--- src/core/ptsr_pkg.sv ---
// Package with offsets, field positions, reset values and timing counts of the register slice.
package ptsr_pkg;

	// Register offsets.
	localparam logic [7:0] ADDR_LIMIT_HIGH_LO  = 8'h46;
	localparam logic [7:0] ADDR_LIMIT_HIGH_HI  = 8'h47;
	localparam logic [7:0] ADDR_LIMIT_LOW_LO   = 8'h48;
	localparam logic [7:0] ADDR_LIMIT_LOW_HI   = 8'h49;
	localparam logic [7:0] ADDR_OFFSET_LO      = 8'h4C;
	localparam logic [7:0] ADDR_OFFSET_HI      = 8'h4D;
	localparam logic [7:0] ADDR_SIGNAL_STATUS  = 8'h60;
	localparam logic [7:0] ADDR_STATUS_MIRROR  = 8'h61;

	// Reset values.
	localparam logic [7:0]  RESET_BYTE          = 8'h00;
	localparam logic [15:0] RESET_WORD          = 16'h0000;

	// Signal-path status field positions.
	localparam int BIT_SELFTEST_NOT_RUN  = 3;
	localparam int BIT_SELFTEST_RUNNING  = 2;
	localparam int BIT_COMMON_MODE_FAULT = 1;
	localparam int BIT_SELFTEST_FAULT    = 0;

	// Device status reserved bit.
	localparam int BIT_STATUS_RESERVED   = 6;

	// Stretch select encodings.
	localparam logic [1:0] STRETCH_NONE  = 2'b00;
	localparam logic [1:0] STRETCH_SHORT = 2'b01;
	localparam logic [1:0] STRETCH_MID   = 2'b10;
	localparam logic [1:0] STRETCH_LONG  = 2'b11;

	// Clock and stretch times.
	localparam int CLOCK_HZ          = 25_000_000;
	localparam int STRETCH_SHORT_US  = 16_000;
	localparam int STRETCH_MID_US    = 64_000;
	localparam int STRETCH_LONG_US   = 256_000;
	localparam int STRETCH_SHORT_CYC = STRETCH_SHORT_US * (CLOCK_HZ / 1_000_000);
	localparam int STRETCH_MID_CYC   = STRETCH_MID_US * (CLOCK_HZ / 1_000_000);
	localparam int STRETCH_LONG_CYC  = STRETCH_LONG_US * (CLOCK_HZ / 1_000_000);
	localparam int STRETCH_WIDTH     = 23;

endpackage : ptsr_pkg

--- src/core/ptsr_lock_reg.sv ---
// Lockable byte register with change detection.
`timescale 1ns/10ps

module ptsr_lock_reg (
	input  wire logic       CLK_IN,
	input  wire logic       RESET_IN,
	input  wire logic       ENABLE_IN,
	input  wire logic       WRITE_IN,
	input  wire logic       LOCK_IN,
	input  wire logic [7:0] DATA_IN,
	output logic      [7:0] VALUE_OUT,
	output logic            CHANGE_OUT
);
	import ptsr_pkg::*;

	// A write is taken only while the init lock is open.
	always_ff @(posedge CLK_IN or posedge RESET_IN) begin
		if (RESET_IN) begin
			VALUE_OUT <= RESET_BYTE;
		end else if (ENABLE_IN && WRITE_IN && !LOCK_IN) begin
			VALUE_OUT <= DATA_IN;
		end
	end

	// Flags an accepted write whose data differs from the held value.
	assign CHANGE_OUT = ENABLE_IN && WRITE_IN && !LOCK_IN && (DATA_IN != VALUE_OUT);

endmodule // ptsr_lock_reg

--- src/core/ptsr_stretch.sv ---
// Interrupt pulse-stretch counter.
`timescale 1ns/10ps

module ptsr_stretch #(
	parameter int SHORT_CYC = ptsr_pkg::STRETCH_SHORT_CYC,
	parameter int MID_CYC   = ptsr_pkg::STRETCH_MID_CYC,
	parameter int LONG_CYC  = ptsr_pkg::STRETCH_LONG_CYC
) (
	input  wire logic       CLK_IN,
	input  wire logic       RESET_IN,
	input  wire logic       ENABLE_IN,
	input  wire logic       SAMPLE_IN,
	input  wire logic       CONDITION_IN,
	input  wire logic [1:0] SELECT_IN,
	output logic            IRQ_OUT
);
	import ptsr_pkg::*;

	logic [STRETCH_WIDTH-1:0] count;
	logic                     held;
	logic [STRETCH_WIDTH-1:0] load;

	// Chooses the reload value from the stretch select.
	always_comb begin
		case (SELECT_IN)
			STRETCH_SHORT: load = STRETCH_WIDTH'(SHORT_CYC);
			STRETCH_MID:   load = STRETCH_WIDTH'(MID_CYC);
			STRETCH_LONG:  load = STRETCH_WIDTH'(LONG_CYC);
			default:       load = '0;
		endcase
	end

	// Reloads on a fresh condition, otherwise counts down to zero.
	always_ff @(posedge CLK_IN or posedge RESET_IN) begin
		if (RESET_IN) begin
			count <= '0;
		end else if (ENABLE_IN) begin
			if (SAMPLE_IN && CONDITION_IN) begin
				count <= load;
			end else if (count != '0) begin
				count <= count - 1'b1;
			end
		end
	end

	// Holds the condition from the most recent evaluated sample.
	always_ff @(posedge CLK_IN or posedge RESET_IN) begin
		if (RESET_IN) begin
			held <= 1'b0;
		end else if (ENABLE_IN && SAMPLE_IN) begin
			held <= CONDITION_IN;
		end
	end

	// Without stretch the output follows the held condition.
	assign IRQ_OUT = (SELECT_IN == STRETCH_NONE) ? held : (count != '0);

endmodule // ptsr_stretch

--- src/core/ptsr_regs.sv ---
// Pressure threshold, user offset and status register slice.
`timescale 1ns/10ps

// Behaviour
// Limits and offset writable only before init lock.
// Limits and offset feed register array error check.
// Two unsigned 16-bit limits drive window comparator.
// Zero limit disables only that comparison.
// Both limits zero keeps interrupt off.
// Signed offset added to calibrated pressure.
// Offset change resets signal-processing path.
// Host waits for path init after offset change.
// Host picks offset avoiding saturation or compression.
// Not-run flag set by reset, cleared by selection.
// Running flag is OR of selection bits.
// Common-mode fault sets, clears on read or report.
// Self-test fault clears only on reset.
// Mirror returns device status, bit six zero.
// Mirror read has primary status read effects.
// Sense bit picks inside or outside window.
// Stretch select reloads counter of chosen length.
// No stretch: output follows latest sample condition.
// Compare adjusted result; above high or below low.
// Status writes ignored, reserved bits read zero.
module ptsr_regs #(
	parameter int SHORT_CYC = ptsr_pkg::STRETCH_SHORT_CYC,
	parameter int MID_CYC   = ptsr_pkg::STRETCH_MID_CYC,
	parameter int LONG_CYC  = ptsr_pkg::STRETCH_LONG_CYC
) (
	input  wire logic        CLK_IN,
	input  wire logic        RESET_IN,
	input  wire logic        ENABLE_IN,
	input  wire logic [7:0]  ADDR_IN,
	input  wire logic        WRITE_IN,
	input  wire logic        READ_IN,
	input  wire logic [7:0]  WDATA_IN,
	input  wire logic        INIT_LOCK_BIT_IN,
	input  wire logic [15:0] CALIBRATED_IN,
	input  wire logic        SAMPLE_VALID_IN,
	input  wire logic        WINDOW_SENSE_IN,
	input  wire logic [1:0]  STRETCH_SELECT_IN,
	input  wire logic [3:0]  SELFTEST_SELECT_IN,
	input  wire logic        SELFTEST_SELECT_WRITE_IN,
	input  wire logic        COMMON_MODE_OUT_OF_LIMIT_IN,
	input  wire logic        COMMON_MODE_REPORTED_IN,
	input  wire logic        SELFTEST_FAILED_IN,
	input  wire logic [7:0]  DEVICE_STATUS_IN,
	output logic      [7:0]  RDATA_OUT,
	output logic             DEVICE_STATUS_READ_OUT,
	output logic [15:0]      ADJUSTED_OUT,
	output logic             PATH_RESET_OUT,
	output logic             INTERRUPT_OUT,
	output logic [47:0]      ARRAY_CHECK_OUT
);
	import ptsr_pkg::*;

	logic [7:0]  limit_high_lo;
	logic [7:0]  limit_high_hi;
	logic [7:0]  limit_low_lo;
	logic [7:0]  limit_low_hi;
	logic [7:0]  offset_lo;
	logic [7:0]  offset_hi;
	logic        change_offset_lo;
	logic        change_offset_hi;
	logic [15:0] pressure_limit_high;
	logic [15:0] pressure_limit_low;
	logic [15:0] user_offset;
	logic        selftest_not_run;
	logic        common_mode_fault;
	logic        selftest_fault;
	logic        selftest_running;
	logic        status_read;
	logic        mirror_read;
	logic        above_high;
	logic        below_low;
	logic        outside;
	logic        condition;
	logic [7:0]  next_rdata;
	logic [7:0]  signal_status;
	logic        wr_high_lo;
	logic        wr_high_hi;
	logic        wr_low_lo;
	logic        wr_low_hi;
	logic        wr_offset_lo;
	logic        wr_offset_hi;

	// Address decode of writes; status addresses take no write.
	assign wr_high_lo   = WRITE_IN && (ADDR_IN == ADDR_LIMIT_HIGH_LO);
	assign wr_high_hi   = WRITE_IN && (ADDR_IN == ADDR_LIMIT_HIGH_HI);
	assign wr_low_lo    = WRITE_IN && (ADDR_IN == ADDR_LIMIT_LOW_LO);
	assign wr_low_hi    = WRITE_IN && (ADDR_IN == ADDR_LIMIT_LOW_HI);
	assign wr_offset_lo = WRITE_IN && (ADDR_IN == ADDR_OFFSET_LO);
	assign wr_offset_hi = WRITE_IN && (ADDR_IN == ADDR_OFFSET_HI);

	// Each byte is its own register and a word is never latched as a pair, so the
	// comparator sees a half-written limit between the two byte writes.
	// Lockable limit and offset bytes.
	ptsr_lock_reg u_high_lo (
		.CLK_IN     (CLK_IN),
		.RESET_IN   (RESET_IN),
		.ENABLE_IN  (ENABLE_IN),
		.WRITE_IN   (wr_high_lo),
		.LOCK_IN    (INIT_LOCK_BIT_IN),
		.DATA_IN    (WDATA_IN),
		.VALUE_OUT  (limit_high_lo),
		.CHANGE_OUT ()
	);
	ptsr_lock_reg u_high_hi (
		.CLK_IN     (CLK_IN),
		.RESET_IN   (RESET_IN),
		.ENABLE_IN  (ENABLE_IN),
		.WRITE_IN   (wr_high_hi),
		.LOCK_IN    (INIT_LOCK_BIT_IN),
		.DATA_IN    (WDATA_IN),
		.VALUE_OUT  (limit_high_hi),
		.CHANGE_OUT ()
	);
	ptsr_lock_reg u_low_lo (
		.CLK_IN     (CLK_IN),
		.RESET_IN   (RESET_IN),
		.ENABLE_IN  (ENABLE_IN),
		.WRITE_IN   (wr_low_lo),
		.LOCK_IN    (INIT_LOCK_BIT_IN),
		.DATA_IN    (WDATA_IN),
		.VALUE_OUT  (limit_low_lo),
		.CHANGE_OUT ()
	);
	ptsr_lock_reg u_low_hi (
		.CLK_IN     (CLK_IN),
		.RESET_IN   (RESET_IN),
		.ENABLE_IN  (ENABLE_IN),
		.WRITE_IN   (wr_low_hi),
		.LOCK_IN    (INIT_LOCK_BIT_IN),
		.DATA_IN    (WDATA_IN),
		.VALUE_OUT  (limit_low_hi),
		.CHANGE_OUT ()
	);
	ptsr_lock_reg u_offset_lo (
		.CLK_IN     (CLK_IN),
		.RESET_IN   (RESET_IN),
		.ENABLE_IN  (ENABLE_IN),
		.WRITE_IN   (wr_offset_lo),
		.LOCK_IN    (INIT_LOCK_BIT_IN),
		.DATA_IN    (WDATA_IN),
		.VALUE_OUT  (offset_lo),
		.CHANGE_OUT (change_offset_lo)
	);
	ptsr_lock_reg u_offset_hi (
		.CLK_IN     (CLK_IN),
		.RESET_IN   (RESET_IN),
		.ENABLE_IN  (ENABLE_IN),
		.WRITE_IN   (wr_offset_hi),
		.LOCK_IN    (INIT_LOCK_BIT_IN),
		.DATA_IN    (WDATA_IN),
		.VALUE_OUT  (offset_hi),
		.CHANGE_OUT (change_offset_hi)
	);

	assign pressure_limit_high = {limit_high_hi, limit_high_lo};
	assign pressure_limit_low  = {limit_low_hi, limit_low_lo};
	assign user_offset         = {offset_hi, offset_lo};

	// Exposes the limit and offset words to the array error checker.
	assign ARRAY_CHECK_OUT = {user_offset, pressure_limit_low, pressure_limit_high};

	// Only an accepted write whose data differs restarts the path, so a host that
	// rewrites the same offset does not throw away valid results.
	// Pulse that restarts the signal path when the offset changes.
	always_ff @(posedge CLK_IN or posedge RESET_IN) begin
		if (RESET_IN) begin
			PATH_RESET_OUT <= 1'b0;
		end else if (ENABLE_IN) begin
			PATH_RESET_OUT <= change_offset_lo || change_offset_hi;
		end
	end

	// Signed offset added modulo 16 bits to the calibrated result.
	always_ff @(posedge CLK_IN or posedge RESET_IN) begin
		if (RESET_IN) begin
			ADJUSTED_OUT <= RESET_WORD;
		end else if (ENABLE_IN) begin
			ADJUSTED_OUT <= CALIBRATED_IN + user_offset;
		end
	end

	// The adjusted word wraps modulo 16 bits, so a badly chosen offset can push a
	// low pressure past the high limit; keeping clear of that is up to the host.
	// Window comparison on the adjusted result, unsigned limits.
	assign above_high = (pressure_limit_high != RESET_WORD)
		&& (ADJUSTED_OUT > pressure_limit_high);
	assign below_low  = (pressure_limit_low != RESET_WORD)
		&& (ADJUSTED_OUT < pressure_limit_low);
	assign outside    = above_high || below_low;

	// Sense bit chooses outside or inside; both zero limits disable it.
	always_comb begin
		if ((pressure_limit_high == RESET_WORD) && (pressure_limit_low == RESET_WORD)) begin
			condition = 1'b0;
		end else if (WINDOW_SENSE_IN) begin
			condition = !outside;
		end else begin
			condition = outside;
		end
	end

	// Interrupt stretch and hold logic.
	ptsr_stretch #(
		.SHORT_CYC (SHORT_CYC),
		.MID_CYC   (MID_CYC),
		.LONG_CYC  (LONG_CYC)
	) u_stretch (
		.CLK_IN       (CLK_IN),
		.RESET_IN     (RESET_IN),
		.ENABLE_IN    (ENABLE_IN),
		.SAMPLE_IN    (SAMPLE_VALID_IN),
		.CONDITION_IN (condition),
		.SELECT_IN    (STRETCH_SELECT_IN),
		.IRQ_OUT      (INTERRUPT_OUT)
	);

	// Read strobes for the status registers.
	assign status_read = ENABLE_IN && READ_IN && (ADDR_IN == ADDR_SIGNAL_STATUS);
	assign mirror_read = ENABLE_IN && READ_IN && (ADDR_IN == ADDR_STATUS_MIRROR);
	assign DEVICE_STATUS_READ_OUT = mirror_read;

	// Self-test not-run flag: set by reset, cleared by nonzero selection.
	always_ff @(posedge CLK_IN or posedge RESET_IN) begin
		if (RESET_IN) begin
			selftest_not_run <= 1'b1;
		end else if (ENABLE_IN && SELFTEST_SELECT_WRITE_IN && (SELFTEST_SELECT_IN != 4'h0)) begin
			selftest_not_run <= 1'b0;
		end
	end

	assign selftest_running = |SELFTEST_SELECT_IN;

	// Common-mode fault; a fresh event wins over a clear.
	always_ff @(posedge CLK_IN or posedge RESET_IN) begin
		if (RESET_IN) begin
			common_mode_fault <= 1'b0;
		end else if (ENABLE_IN) begin
			if (COMMON_MODE_OUT_OF_LIMIT_IN) begin
				common_mode_fault <= 1'b1;
			end else if (status_read || COMMON_MODE_REPORTED_IN) begin
				common_mode_fault <= 1'b0;
			end
		end
	end

	// No read clears this flag, so a failed self-test stays visible to every poll.
	// Self-test fault is sticky until device reset.
	always_ff @(posedge CLK_IN or posedge RESET_IN) begin
		if (RESET_IN) begin
			selftest_fault <= 1'b0;
		end else if (ENABLE_IN && SELFTEST_FAILED_IN) begin
			selftest_fault <= 1'b1;
		end
	end

	// Assembled signal-path status byte, upper bits reserved as zero.
	always_comb begin
		signal_status = RESET_BYTE;
		signal_status[BIT_SELFTEST_NOT_RUN]  = selftest_not_run;
		signal_status[BIT_SELFTEST_RUNNING]  = selftest_running;
		signal_status[BIT_COMMON_MODE_FAULT] = common_mode_fault;
		signal_status[BIT_SELFTEST_FAULT]    = selftest_fault;
	end

	// Read data multiplexer.
	always_comb begin
		next_rdata = RESET_BYTE;
		if (ADDR_IN == ADDR_LIMIT_HIGH_LO) begin
			next_rdata = limit_high_lo;
		end else if (ADDR_IN == ADDR_LIMIT_HIGH_HI) begin
			next_rdata = limit_high_hi;
		end else if (ADDR_IN == ADDR_LIMIT_LOW_LO) begin
			next_rdata = limit_low_lo;
		end else if (ADDR_IN == ADDR_LIMIT_LOW_HI) begin
			next_rdata = limit_low_hi;
		end else if (ADDR_IN == ADDR_OFFSET_LO) begin
			next_rdata = offset_lo;
		end else if (ADDR_IN == ADDR_OFFSET_HI) begin
			next_rdata = offset_hi;
		end else if (ADDR_IN == ADDR_SIGNAL_STATUS) begin
			next_rdata = signal_status;
		end else if (ADDR_IN == ADDR_STATUS_MIRROR) begin
			next_rdata = DEVICE_STATUS_IN;
			next_rdata[BIT_STATUS_RESERVED] = 1'b0;
		end
	end

	// A status read returns the flags as they stood before its own clear, so a
	// fault that was set once is lost before the next read only if the report input clears it.
	// Read data is registered one cycle after the read strobe.
	always_ff @(posedge CLK_IN or posedge RESET_IN) begin
		if (RESET_IN) begin
			RDATA_OUT <= RESET_BYTE;
		end else if (ENABLE_IN && READ_IN) begin
			RDATA_OUT <= next_rdata;
		end
	end

endmodule // ptsr_regs

--- config.mk ---
export PLATFORM = sky130hd
export DESIGN_NAME = ptsr_regs
export DESIGN_NICKNAME = d
export VERILOG_FILES = /design/src/core/ptsr_pkg.sv /design/src/core/ptsr_lock_reg.sv /design/src/core/ptsr_stretch.sv /design/src/core/ptsr_regs.sv
export SDC_FILE = /design/constraint.sdc
export NUM_CORES = 1
export LEC_CHECK = 0
export ABC_CLOCK_PERIOD_IN_PS = 5550
export BUFFER_PORTS_ARGS = -buffer_cell sky130_fd_sc_hd__clkbuf_2
export CELL_PAD_IN_SITES_DETAIL_PLACEMENT = 1
export CELL_PAD_IN_SITES_GLOBAL_PLACEMENT = 1
export CORE_MARGIN = 2
export CORE_UTILIZATION = 47
export CTS_CLUSTER_DIAMETER = 120
export CTS_CLUSTER_SIZE = 28
export DETAILED_ROUTE_END_ITERATION = 7
export MAX_ROUTING_LAYER = met4
export PLACE_DENSITY = 0.86
export SLEW_MARGIN = 20
export SYNTH_ARGS = -nofsm -noshare
export SYNTH_HDL_FRONTEND = slang
export SYNTH_HIERARCHICAL = 1
export SYNTH_SLANG_ARGS = --single-unit
--- constraint.sdc ---
create_clock -name CLK_IN -period 5.55 [get_ports CLK_IN]
set_input_delay 0.2775 -clock CLK_IN [delete_from_list [all_inputs] [get_ports CLK_IN]]
set_output_delay 0.2775 -clock CLK_IN [all_outputs]
set_load 0.1 [all_outputs]
Word-level counts from Yosys, hierarchy flattened
Index checks and enable logic that the tools add are counted.
{"block": "totals", "in_bits": 58, "regBits": 100, "word_cells": 95, "out_inout_bits": 75}
{"block": "op_classes", "addsub": 2, "n_mux": 16, "magnitude_cmp": 2, "reduce_logical": 48, "eq_ne": 13}
{"cell": "$pmux 23 s3", "n": 1}
{"cell": "$eq 8x7->1 const B", "n": 8}
{"cell": "$mux 8", "n": 8}
{"cell": "$mux 23", "n": 2}
{"cell": "$logic_not 16->1", "n": 2}
{"cell": "$reduce_bool 16->1", "n": 2}
{"cell": "$logic_and 1x1->1", "n": 31}
{"cell": "$reduce_bool 23->1", "n": 1}
{"cell": "$sub 23x1->23 const B", "n": 1}
{"cell": "$add 16x16->16", "n": 1}
{"cell": "$gt 16x16->1", "n": 1}
{"cell": "$lt 16x16->1", "n": 1}
{"cell": "$ne 8x8->1", "n": 2}
{"cell": "$mux 1", "n": 5}
{"cell": "$eq 2x2->1 const B", "n": 2}
{"cell": "$reduce_and 2->1", "n": 2}
{"cell": "$reduce_bool 2->1", "n": 2}
{"cell": "$reduce_bool 4->1", "n": 1}
{"cell": "$reduce_or 4->1", "n": 1}
{"cell": "$logic_or 1x1->1", "n": 3}
{"cell": "$eq 2x1->1 const B", "n": 1}
{"cell": "$logic_not 1->1", "n": 2}
{"cell": "$logic_not 2->1", "n": 1}

Longest topological paths before layout
Gate-level depths: netlist of the first run.
{"block": "logic_depth", "ltp_word": 9, "depth_mapped": 14, "depth_no_buf": 13}

By module
Netlist of the first run, hierarchy kept.
{"module": "ptsr_regs", "instances": 1, "seq_area_each_um2": 701.9, "cells_per_inst": 413, "area_each_um2": 3316.9}
{"module": "ptsr_lock_reg", "instances": 6, "seq_area_each_um2": 200.2, "cells_per_inst": 29, "area_each_um2": 401.6}
{"module": "ptsr_stretch", "instances": 1, "seq_area_each_um2": 600.6, "cells_per_inst": 184, "area_each_um2": 1599.0}

Worst setup path before layout of the first run
OpenSTA, ideal clock, no wires.
{"block": "synth_timing", "path_kind": "register to register", "start": "reg u_high_hi.VALUE_OUT[3]", "end": "reg u_stretch.count[20]", "slack_ns": 1.924, "required_time_ns": 5.419, "n_path_buf": 2, "path_stages_with_launch": 15, "setup_ns": 0.131, "synth_period_minus_slack_ns": 3.626, "t_arrival_ns": 3.495, "path_cell_list": "dfrtp_1 > inv_1 > ha_1 > nand4_1 > a2111oi_0 > o31ai_1 > a21o_1 > o21ai_0 > mux2i_1 > and2_1 > clkbuf_1 > clkbuf_1 > nand2_1 > o211ai_1 > o21ai_1"}
{"block": "synth_between", "elab_chain_len": 9, "elab_cells_between_ends": 13, "cone_classes": "order compare: 1; mux: 3; reduce/logical: 9"}
{"element": "start, declared", "line": "ptsr_lock_reg.sv:11", "source": "output logic [7:0] VALUE_OUT,"}
{"element": "start signal, assigned", "line": "ptsr_lock_reg.sv:19", "source": "VALUE_OUT <= RESET_BYTE;"}
{"element": "start signal, assigned", "line": "ptsr_lock_reg.sv:21", "source": "VALUE_OUT <= DATA_IN;"}
{"element": "$gt 16x16->1 or $reduce_bool 16->1 (tied branches)", "line": "ptsr_regs.sv:190, ptsr_regs.sv:189"}
{"element": "$logic_and 1x1->1", "line": "ptsr_regs.sv:190", "source": "&& (ADJUSTED_OUT > pressure_limit_high);"}
{"element": "$logic_or 1x1->1", "line": "ptsr_regs.sv:193", "source": "assign outside = above_high || below_low;"}
{"element": "$logic_not 1->1", "line": "ptsr_regs.sv:200", "source": "condition = !outside;"}
{"element": "$mux 1", "line": "ptsr_regs.sv:199", "source": "end else if (WINDOW_SENSE_IN) begin"}
{"element": "$mux 1 *", "line": "ptsr_regs.sv:197", "source": "if ((pressure_limit_high == RESET_WORD) && (pressure_limit_low == RESET_WORD)) begin"}
{"element": "via condition", "line": "ptsr_regs.sv:77", "source": "logic condition;"}
{"element": "$logic_and 1x1->1 *", "line": "ptsr_stretch.sv:38", "source": "if (SAMPLE_IN && CONDITION_IN) begin"}
{"element": "$reduce_bool 2->1 (no line)"}
{"element": "$reduce_and 2->1 (no line)"}
{"element": "end signal, assigned", "line": "ptsr_stretch.sv:39", "source": "count <= load;"}
{"element": "end signal, assigned", "line": "ptsr_stretch.sv:41", "source": "count <= count - 1'b1;"}
{"element": "end, declared", "line": "ptsr_stretch.sv:19", "source": "logic [STRETCH_WIDTH-1:0] count;"}
Mark *: on every way through the listed nets, which the timed path passes. The rest lies on a longest branch.
A chain may end at the register's enable or synchronous reset.

Final worst setup path of the first run
{"block": "layout_timing", "start": "reg u_high_hi.VALUE_OUT[2]", "end": "reg u_stretch.count[14]"}
Same word-level chain as after synthesis.

==> flow_metrics.env, run 1 <==
export IMPL_cts_hold_buf=1
export IMPL_drc=0
export IMPL_rsz0062_at_grt="no"
export IMPL_syn_cell_area_um2=6980
export IMPL_power_density_nw_per_um2=280
export IMPL_crit_fanout=18
export IMPL_routed_via_density=6.56
export IMPL_slew_headroom=0.331
export IMPL_cts_sinks=100
export IMPL_r2r_start="u_high_hi/VALUE_OUT[2]"
export IMPL_timing_hold_ws_ns=0.0773
export IMPL_dp_cells=1026
export IMPL_startpoint_type="flop"
export IMPL_crit_path_cell_trace="inv_1, ha_1, nand4_1, a2111oi_0, o31ai_1, a21o_1, o21ai_0, mux2i_1, nand2_1, nor2_1, a311oi_1, a21oi_1"
export IMPL_numCtsBuffers=9
export IMPL_r2r_cells=12
export IMPL_die_area_um2=15800
export IMPL_clock_latency_ns=0.36
export IMPL_first_pass_iters=5
export IMPL_die_height_um=126
export IMPL_wire_per_inst_um=24.7
export IMPL_root_buffer="clkbuf_16"
export IMPL_power_leakage_nw=3.94
export IMPL_drv_slew=0
export IMPL_grtUsageTotal=0.333
export IMPL_overflow=0
export IMPL_cp_startpoint="u_high_hi/VALUE_OUT[2]"
export IMPL_power_mw=2.27
export IMPL_place_gp_congestion=0.929
export IMPL_critPathArrivalTime_ns=4.44
export IMPL_first_iter_violations=514
export IMPL_ant_nets=0
export IMPL_post_route_period_util=0.749
export IMPL_drive_above_1_share=0.268
export IMPL_syn_inst=727
export IMPL_cp_data_required_time_ns=5.83
export IMPL_holdPathEnd="selftest_not_run"
export IMPL_final_setup_tns_ns=0
export IMPL_cp_slowest_cell="nor2_1"
export IMPL_fin_crit_ns=4.16
export IMPL_maxCapViolations=0
export IMPL_grt_pass1_wl_um=40000
export IMPL_grt_max_degree=36
export IMPL_worstMarginPinSlew_ns=1.00
export IMPL_die_w_um=126
export IMPL_place_ws_ns=1.45
export IMPL_hold_start="SELFTEST_SELECT_WRITE_IN"
export IMPL_path_class="reg -> reg"
export IMPL_cts_tree="yes"
export IMPL_hold_depth=2
export IMPL_outcome="finished, final reports clean"
export IMPL_rows=44
export IMPL_core_area_um2=14500
export IMPL_avgSynthCellArea_um2=9.59
export IMPL_fin_area_um2=8120
export IMPL_antenna_found_initial=0
export IMPL_synthToLayoutAreaGrowth_pct=16.4
export IMPL_fmax_ghz=0.240
export IMPL_fin_cells=1043
export IMPL_portBuffers=131
export IMPL_syn_num_nets=838
export IMPL_r2r_slack_ns=1.39
export IMPL_synth_warning_count=6
export IMPL_nets=965
export IMPL_cp_end_kind="flop"
export IMPL_finalHoldViolCount=0
export IMPL_cts_setup_buffers=0
export IMPL_fin_util=0.559
export IMPL_cts_clk_slew_worst_paths_ns=0.07
export IMPL_skew_ns=0.0119
export IMPL_h_tree_depth=3
export IMPL_ios=133
export IMPL_grt_pass1_vias=7147
export IMPL_cp_slowest_stage_delay_ns=0.77
export IMPL_vdd_drop_max_mv=0.181
export IMPL_dpl_cell_area_um2=7810
export IMPL_final_setup_viol_count=0
export IMPL_totalWireLength_um=25800
export IMPL_initial_core_util=0.480
export IMPL_layout_setup_ws_ns=1.39
export IMPL_ctsResizeCount=0
export IMPL_num_antenna_cells=0
export IMPL_place_hpwl_um=19000
export IMPL_vias=6838
export IMPL_clk_path_buf_depth=2
export IMPL_timing_rr_end="u_stretch/count[14]"
export IMPL_min_path_type="in -> reg"
[layout make-up]
type / instances / area, um^2
well taps: 184 / 230
flip-flops and latches: 100 / 2500
repair buffers: 135 / 688
multi-input cells: 546 / 4160
clock buffers: 11 / 243
inverters: 62 / 233
fillers: 1735 / 6410
clock inverters: 5 / 61.3
[report_power, final]
part           switching, mW  internal, mW
sequential             0.146         0.823
combinational          0.435         0.203
clock                  0.302         0.364
[metal layers]
layer	global-route usage	up-vias	wire [um]
met5	-	-	0
met3	0.0382	103	1550
li1	-	2958	-
met4	0.187	0	1460
met1	0.403	3425	10100
met2	0.544	352	12600
[registers in the layout, summed over array words and instances (netlist names), 8 cells and up]
| register | flops |
|---|---|
| u_offset_hi/VALUE_OUT | 8 |
| u_high_hi/VALUE_OUT | 8 |
| u_low_hi/VALUE_OUT | 8 |
| RDATA_OUT | 8 |
| u_stretch/count | 23 |
| ADJUSTED_OUT | 16 |
| u_offset_lo/VALUE_OUT | 8 |
| u_high_lo/VALUE_OUT | 8 |
| u_low_lo/VALUE_OUT | 8 |
[worst max-delay path, delay by kind of cell (launching register included)]
kind | cells | cell delay [ns]
AOI/OAI and AO/OA | 6 | 1.37
adders and majority gates | 1 | 0.33
buffers and inverters | 1 | 0.11
DFF | 1 | 0.45
muxes | 1 | 0.39
and+or+nand+nor | 3 | 1.42
[how the worst max path moves through the flow]
stage	endpoint
5_1_grt	u_stretch/count[14]
3_3_place_gp	u_stretch/count[14]
2_1_floorplan	u_stretch/count[20]
3_5_place_dp	u_stretch/count[14]
4_1_cts	u_stretch/count[14]
6_report	u_stretch/count[14]
[layout by cell type (no fill, tap or decap), types with 18 or more instances in the layout]
master    count
a21oi_1      42
clkbuf_2    131
dfrtp_1      99
ha_1         52
inv_1        59
mux2_2       57
nand2_1      44
nor2_1       52
nor4_1       18
o21ai_0      36
xor2_1       22
No activity file was read; power rests on OpenSTA's default activity.
==> inputs of run 2 (changes only) <==
--- a/config.mk
+++ b/config.mk
@@ -5,17 +5,17 @@
 export SDC_FILE = /design/constraint.sdc
 export NUM_CORES = 1
 export LEC_CHECK = 0
-export ABC_CLOCK_PERIOD_IN_PS = 5550
+export ABC_CLOCK_PERIOD_IN_PS = 3900
 export BUFFER_PORTS_ARGS = -buffer_cell sky130_fd_sc_hd__clkbuf_2
 export CELL_PAD_IN_SITES_DETAIL_PLACEMENT = 1
 export CELL_PAD_IN_SITES_GLOBAL_PLACEMENT = 1
 export CORE_MARGIN = 2
-export CORE_UTILIZATION = 47
+export CORE_UTILIZATION = 44
 export CTS_CLUSTER_DIAMETER = 120
 export CTS_CLUSTER_SIZE = 28
 export DETAILED_ROUTE_END_ITERATION = 7
 export MAX_ROUTING_LAYER = met4
-export PLACE_DENSITY = 0.86
+export PLACE_DENSITY = 0.81
 export SLEW_MARGIN = 20
 export SYNTH_ARGS = -nofsm -noshare
 export SYNTH_HDL_FRONTEND = slang
==> constraint.sdc (replaced) <==
create_clock -name CLK_IN -period 3.9 [get_ports CLK_IN]
set_input_delay 0.195 -clock CLK_IN [delete_from_list [all_inputs] [get_ports CLK_IN]]
set_output_delay 0.195 -clock CLK_IN [all_outputs]
set_load 0.1 [all_outputs]
==> run 2 against run 1 <==
  * Core utilization shrank 3.3 points
  * Non-clock buffer count increased by 12
  * Register-to-register slack got worse by 0.99 ns
  * Clock power grew 41%
  * Hold slack got worse by 0.034 ns
  * Global-route usage fell by 1.4 points
  * Highest routed layer unchanged
==> flow_metrics.env, run 2 (synthesized netlist as in run 1, its figures left out) <==
export IMPL_vias=6594
export IMPL_power_leakage_nw=4.00
export IMPL_cp_end_kind="flop"
export IMPL_p_sw_mw=1.24
export IMPL_numCtsBuffers=9
export IMPL_worstMarginPinSlew_ns=0.986
export IMPL_overflow=0
export IMPL_ant_nets=0
export IMPL_final_common_cell="clkbuf_2"
export IMPL_grt_max_degree=27
export IMPL_place_gp_congestion=0.953
export IMPL_power_frac_comb=0.285
export IMPL_drc=0
export IMPL_synthToLayoutAreaGrowth_pct=18.3
export IMPL_totalWireLength_um=25500
export IMPL_root_buffer="clkbuf_16"
export IMPL_fillers=1811
export IMPL_swShare=0.383
export IMPL_r2r_cells=12
export IMPL_hold_depth=2
export IMPL_fmax_ghz=0.286
export IMPL_grt_pass1_vias=7115
export IMPL_post_route_period_util=0.896
export IMPL_skew_ns=0.0106
export IMPL_grt_pass1_wl_um=39600
export IMPL_drive_above_1_share=0.276
export IMPL_p_int_mw=2.00
export IMPL_die_w_um=130
export IMPL_routed_via_density=6.07
export IMPL_path_class="reg -> reg"
export IMPL_drv_slew=0
export IMPL_first_iter_violations=411
export IMPL_critPathArrivalTime_ns=3.75
export IMPL_layout_setup_ws_ns=0.404
export IMPL_largest_register="u_stretch/count"
export IMPL_first_pass_iters=5
export IMPL_seqPwrFrac=0.427
export IMPL_vdd_drop_max_mv=0.347
export IMPL_rows=46
export IMPL_die_height_um=130
export IMPL_initial_core_util=0.444
export IMPL_startpoint_type="flop"
export IMPL_antenna_found_initial=0
export IMPL_largest_registers="u_stretch/count: 23 flops, ADJUSTED_OUT: 16 flops"
export IMPL_clockPowerShare=0.289
export IMPL_finalHoldViolCount=0
export IMPL_wire_per_inst_um=23.4
export IMPL_ctsResizeCount=0
export IMPL_portBuffers=131
export IMPL_final_cell_mix="clkbuf_2 (131), dfrtp_1 (99), inv_1 (59), mux2_2 (57)"
export IMPL_final_setup_tns_ns=0
export IMPL_clk_path_buf_depth=2
export IMPL_place_hpwl_um=20000
export IMPL_die_area_um2=16900
export IMPL_h_tree_depth=3
export IMPL_grtUsageTotal=0.319
export IMPL_crit_fanout=10
export IMPL_final_setup_viol_count=0
export IMPL_clock_latency_ns=0.36
export IMPL_slew_headroom=0.342
export IMPL_power_density_nw_per_um2=393
export IMPL_cp_data_required_time_ns=4.15
export IMPL_place_ws_ns=0.477
export IMPL_maxCapViolations=0
export IMPL_outcome="finished, final reports clean"
export IMPL_largest_register_ffs=23
export IMPL_cts_clk_slew_worst_paths_ns=0.07
export IMPL_num_antenna_cells=0
export IMPL_cts_sinks=100
export IMPL_ios=133
export IMPL_min_path_type="in -> reg"
export IMPL_core_area_um2=15700
export IMPL_nets=977
export IMPL_fin_crit_ns=3.50
export IMPL_rsz0062_at_grt="no"
export IMPL_cts_tree="yes"
==> run 2: changes by cell type in the layout (fill, tap and decap cells not counted), sizes merged <==
cell / delta
buf: +11
clkinvlp: -1
clkbuf: +2
dlygate4sd3: +1
clkinv: -1
==> run 2: per-stage QoR <==
step	power [mW]	utilization	area, um^2	cells	hold WS [ns]
global route	3.41	0.525	8260	1087	0.0527
finish	3.25	0.525	8260	1087	0.0437
floorplan	2.00	-	6980	727	0.0107
global placement	2.24	0.505	7930	1069	0.247
detailed placement	2.31	0.505	7930	1069	0.259
CTS	3.26	0.525	8260	1087	0.0390
==> run 2: critical path, stage by stage (launching register included) <==
cell,delay (ns)
dfrtp_1,0.44
inv_1,0.08
ha_1,0.32
nand4_1,0.18
a2111oi_0,0.35
o31ai_1,0.15
a21o_1,0.20
o21ai_0,0.10
mux2i_1,0.45
and2_1,0.22
o31a_1,0.46
o21ai_0,0.17
a22o_1,0.26
==> run 2: layer usage <==
metal  routed length (um)  up-vias  global-route usage  part of all wire
met4                  982        0               0.128             0.039
met5                    0        -                   -                 0
met3                 1150       69              0.0504             0.045
li1                     -     2984                   -                 -
met2                12700      234               0.535              0.50
met1                10600     3307               0.387              0.42
==> run 2: what timing repair did <==
item | CTS | global route
hold buffers | 2 | 0
setup endpoints to repair | 0 | 0
hold endpoints to repair | 59 | 0
buffers inserted | 0 | 0
==> run 2: power by group through the flow <==
stage	Combinational [mW]	Sequential (mW)	Clock [mW]
floorplan	0.486	1.52	0
global placement	0.862	1.38	0
detailed placement	0.914	1.39	0
CTS	0.923	1.38	0.961
global route	1.01	1.40	0.994
finish	0.924	1.38	0.936
==> run 2: final cells by class <==
| type | instances | area [um^2] | share of cell area |
|---|---|---|---|
| Tap cell | 216 | 270 | 0.0327 |
| Multi-Input combinational cell | 546 | 4160 | 0.504 |
| Inverter | 62 | 233 | 0.0282 |
| Sequential cell | 100 | 2500 | 0.303 |
| Clock inverter | 3 | 45.0 | 0.00546 |
| Clock buffer | 13 | 260 | 0.0315 |
| Timing Repair Buffer | 147 | 781 | 0.0946 |
==> run 2: path summary, 6_finish.rpt <==
path                                             start                     to  slack [ns]
worst max-delay path            u_high_hi/VALUE_OUT[7]    u_stretch/count[17]        0.40
worst min-delay path                SELFTEST_FAILED_IN         selftest_fault        0.04
worst max register to register  u_high_hi/VALUE_OUT[7]    u_stretch/count[17]        0.40
worst min register to register        selftest_not_run       selftest_not_run        0.46
max in group asynchronous                     RESET_IN     u_stretch/count[9]        2.55
min in group asynchronous                     RESET_IN  u_low_hi/VALUE_OUT[1]        0.44
==> inputs of run 3 (changes only) <==
--- a/config.mk
+++ b/config.mk
@@ -5,7 +5,7 @@
 export SDC_FILE = /design/constraint.sdc
 export NUM_CORES = 1
 export LEC_CHECK = 0
-export ABC_CLOCK_PERIOD_IN_PS = 3900
+export ABC_CLOCK_PERIOD_IN_PS = 3830
 export BUFFER_PORTS_ARGS = -buffer_cell sky130_fd_sc_hd__clkbuf_2
 export CELL_PAD_IN_SITES_DETAIL_PLACEMENT = 1
 export CELL_PAD_IN_SITES_GLOBAL_PLACEMENT = 1
@@ -15,7 +15,7 @@
 export CTS_CLUSTER_SIZE = 28
 export DETAILED_ROUTE_END_ITERATION = 7
 export MAX_ROUTING_LAYER = met4
-export PLACE_DENSITY = 0.81
+export PLACE_DENSITY_LB_ADDON = 0.1
 export SLEW_MARGIN = 20
 export SYNTH_ARGS = -nofsm -noshare
 export SYNTH_HDL_FRONTEND = slang
==> constraint.sdc (replaced) <==
create_clock -name CLK_IN -period 3.83 [get_ports CLK_IN]
set_input_delay 0.1915 -clock CLK_IN [delete_from_list [all_inputs] [get_ports CLK_IN]]
set_output_delay 0.1915 -clock CLK_IN [all_outputs]
set_load 0.1 [all_outputs]
==> run 3 against run 2 <==
  * Die area unchanged
  * Fmax rose by 0.59%
  * Critical path type unchanged
  * Non-clock buffer count increased by 4
  * Total power decreased by 1.1%
  * Sequential cell count is the same
  * Final cell count increased by 0.37%
  * Combinational power rose by 2%
==> flow_metrics.env, run 3 (synthesized netlist as in run 1, its figures left out) <==
export IMPL_outcome="finished, final reports clean"
export IMPL_final_setup_tns_ns=0
export IMPL_grt_pass1_wl_um=37700
export IMPL_wire_per_inst_um=22.6
export IMPL_r2r_cells=12
export IMPL_fillers=1851
export IMPL_final_common_cell="clkbuf_2"
export IMPL_vdd_drop_max_mv=0.328
export IMPL_rows=46
export IMPL_grt_pass1_vias=6746
export IMPL_overflow=0
export IMPL_cts_setup_buffers=0
export IMPL_ios=133
export IMPL_place_hpwl_um=19400
export IMPL_final_cell_mix="clkbuf_2 (131), dfrtp_1 (99), inv_1 (59), mux2_2 (57)"
export IMPL_swShare=0.391
export IMPL_clock_latency_ns=0.36
export IMPL_largest_register="u_stretch/count"
export IMPL_root_buffer="clkbuf_16"
export IMPL_power_frac_comb=0.293
export IMPL_worstMarginPinSlew_ns=0.964
export IMPL_cts_hold_buf=2
export IMPL_drc=0
export IMPL_cts_clk_slew_worst_paths_ns=0.07
export IMPL_post_route_period_util=0.907
export IMPL_vias=6557
export IMPL_largest_register_ffs=23
export IMPL_final_setup_viol_count=0
export IMPL_antenna_found_initial=0
export IMPL_nets=981
export IMPL_first_iter_violations=429
export IMPL_clk_path_buf_depth=2
export IMPL_fin_crit_ns=3.48
export IMPL_die_height_um=130
export IMPL_startpoint_type="flop"
export IMPL_clockPowerShare=0.270
export IMPL_hold_depth=2
export IMPL_cp_end_kind="flop"
export IMPL_place_gp_congestion=0.959
export IMPL_power_density_nw_per_um2=389
export IMPL_maxCapViolations=0
export IMPL_timing_hold_ws_ns=0.0394
export IMPL_synthToLayoutAreaGrowth_pct=18.3
export IMPL_totalWireLength_um=24700
export IMPL_core_area_um2=15700
export IMPL_numCtsBuffers=9
export IMPL_min_path_type="in -> reg"
export IMPL_grt_max_degree=25
export IMPL_cts_sinks=100
export IMPL_cp_data_required_time_ns=4.10
export IMPL_first_pass_iters=5
export IMPL_routed_via_density=6.01
export IMPL_ctsResizeCount=0
export IMPL_power_leakage_nw=4.01
export IMPL_path_class="reg -> reg"
export IMPL_p_int_mw=1.95
export IMPL_largest_registers="u_stretch/count: 23 flops, ADJUSTED_OUT: 16 flops"
export IMPL_initial_core_util=0.444
export IMPL_die_area_um2=16900
export IMPL_ant_nets=0
export IMPL_critPathArrivalTime_ns=3.74
export IMPL_skew_ns=0.00808
export IMPL_grtUsageTotal=0.306
export IMPL_drv_slew=0
export IMPL_finalHoldViolCount=0
export IMPL_num_antenna_cells=0
export IMPL_portBuffers=131
export IMPL_crit_fanout=10
export IMPL_fmax_ghz=0.288
export IMPL_seqPwrFrac=0.437
export IMPL_rsz0062_at_grt="no"
export IMPL_slew_headroom=0.357
export IMPL_h_tree_depth=3
export IMPL_cts_tree="yes"
export IMPL_die_w_um=130
export IMPL_drive_above_1_share=0.280
export IMPL_power_mw=3.21
export IMPL_p_sw_mw=1.26
[run 3: cell types whose count changed in the layout (fill, tap and decap cells not counted)]
cell	delta
clkbuf_8	-1
buf_4	+4
clkinv_2	+4
bufinv_16	-1
clkinvlp_4	-1
clkbuf_1	-1
[run 3: routing by layer]
| metal | vias to the layer above | track usage | wire [um] |
|---|---|---|---|
| met5 | - | - | 0 |
| met3 | 50 | 0.0529 | 1130 |
| met1 | 3324 | 0.374 | 10500 |
| li1 | 2984 | - | - |
| met4 | 0 | 0.0930 | 724 |
| met2 | 199 | 0.519 | 12300 |
[run 3: worst max-delay path: stages (launching register included)]
cell       delay, ns
dfrtp_1         0.49
ha_1            0.36
nand4_1         0.14
a2111oi_0       0.39
o31ai_1         0.15
a21o_1          0.20
o21ai_0         0.09
mux2i_1         0.47
and2_1          0.22
o31a_1          0.41
buf_4           0.22
nor2_1          0.05
a211oi_2        0.19
[run 3: power by group through the flow]
stage	clock network, mW	registers, mW	logic [mW]
2_1_floorplan	0	1.55	0.494
3_3_place_gp	0	1.40	0.890
3_5_place_dp	0	1.41	0.933
4_1_cts	0.888	1.40	0.941
5_1_grt	0.925	1.42	1.03
6_report	0.868	1.40	0.940
[run 3: final cells by class]
| cell class | count | area (um^2) | area share |
|---|---|---|---|
| clock buffer | 11 | 243 | 0.0294 |
| clock inverter | 5 | 27.5 | 0.00334 |
| inverter | 62 | 233 | 0.0282 |
| multi-input combinational | 546 | 4160 | 0.505 |
| sequential | 100 | 2500 | 0.303 |
| tap | 216 | 270 | 0.0328 |
| timing repair buffer | 151 | 811 | 0.0983 |
[run 3: per-stage QoR]
| step | setup slack [ns] | util | area [um^2] | instances |
|---|---|---|---|---|
| final | 0.355 | 0.525 | 8250 | 1091 |
| after global routing | 0.217 | 0.525 | 8250 | 1091 |
| after CTS | 0.408 | 0.525 | 8250 | 1091 |
| after detailed placement | 0.435 | 0.507 | 7960 | 1073 |
| after global placement | 0.545 | 0.507 | 7960 | 1073 |
| after floorplan | 0.233 | - | 6980 | 727 |
[run 3: final timing paths]
path / to / slack, ns / startpoint
worst max-delay path: u_stretch/count[21] / 0.35 / ADJUSTED_OUT[10]
worst min-delay path: selftest_fault / 0.04 / SELFTEST_FAILED_IN
worst max register to register: u_stretch/count[21] / 0.35 / ADJUSTED_OUT[10]
worst min register to register: selftest_not_run / 0.46 / selftest_not_run
max in group asynchronous: u_stretch/count[14] / 2.44 / RESET_IN
min in group asynchronous: u_low_lo/VALUE_OUT[0] / 0.50 / RESET_IN
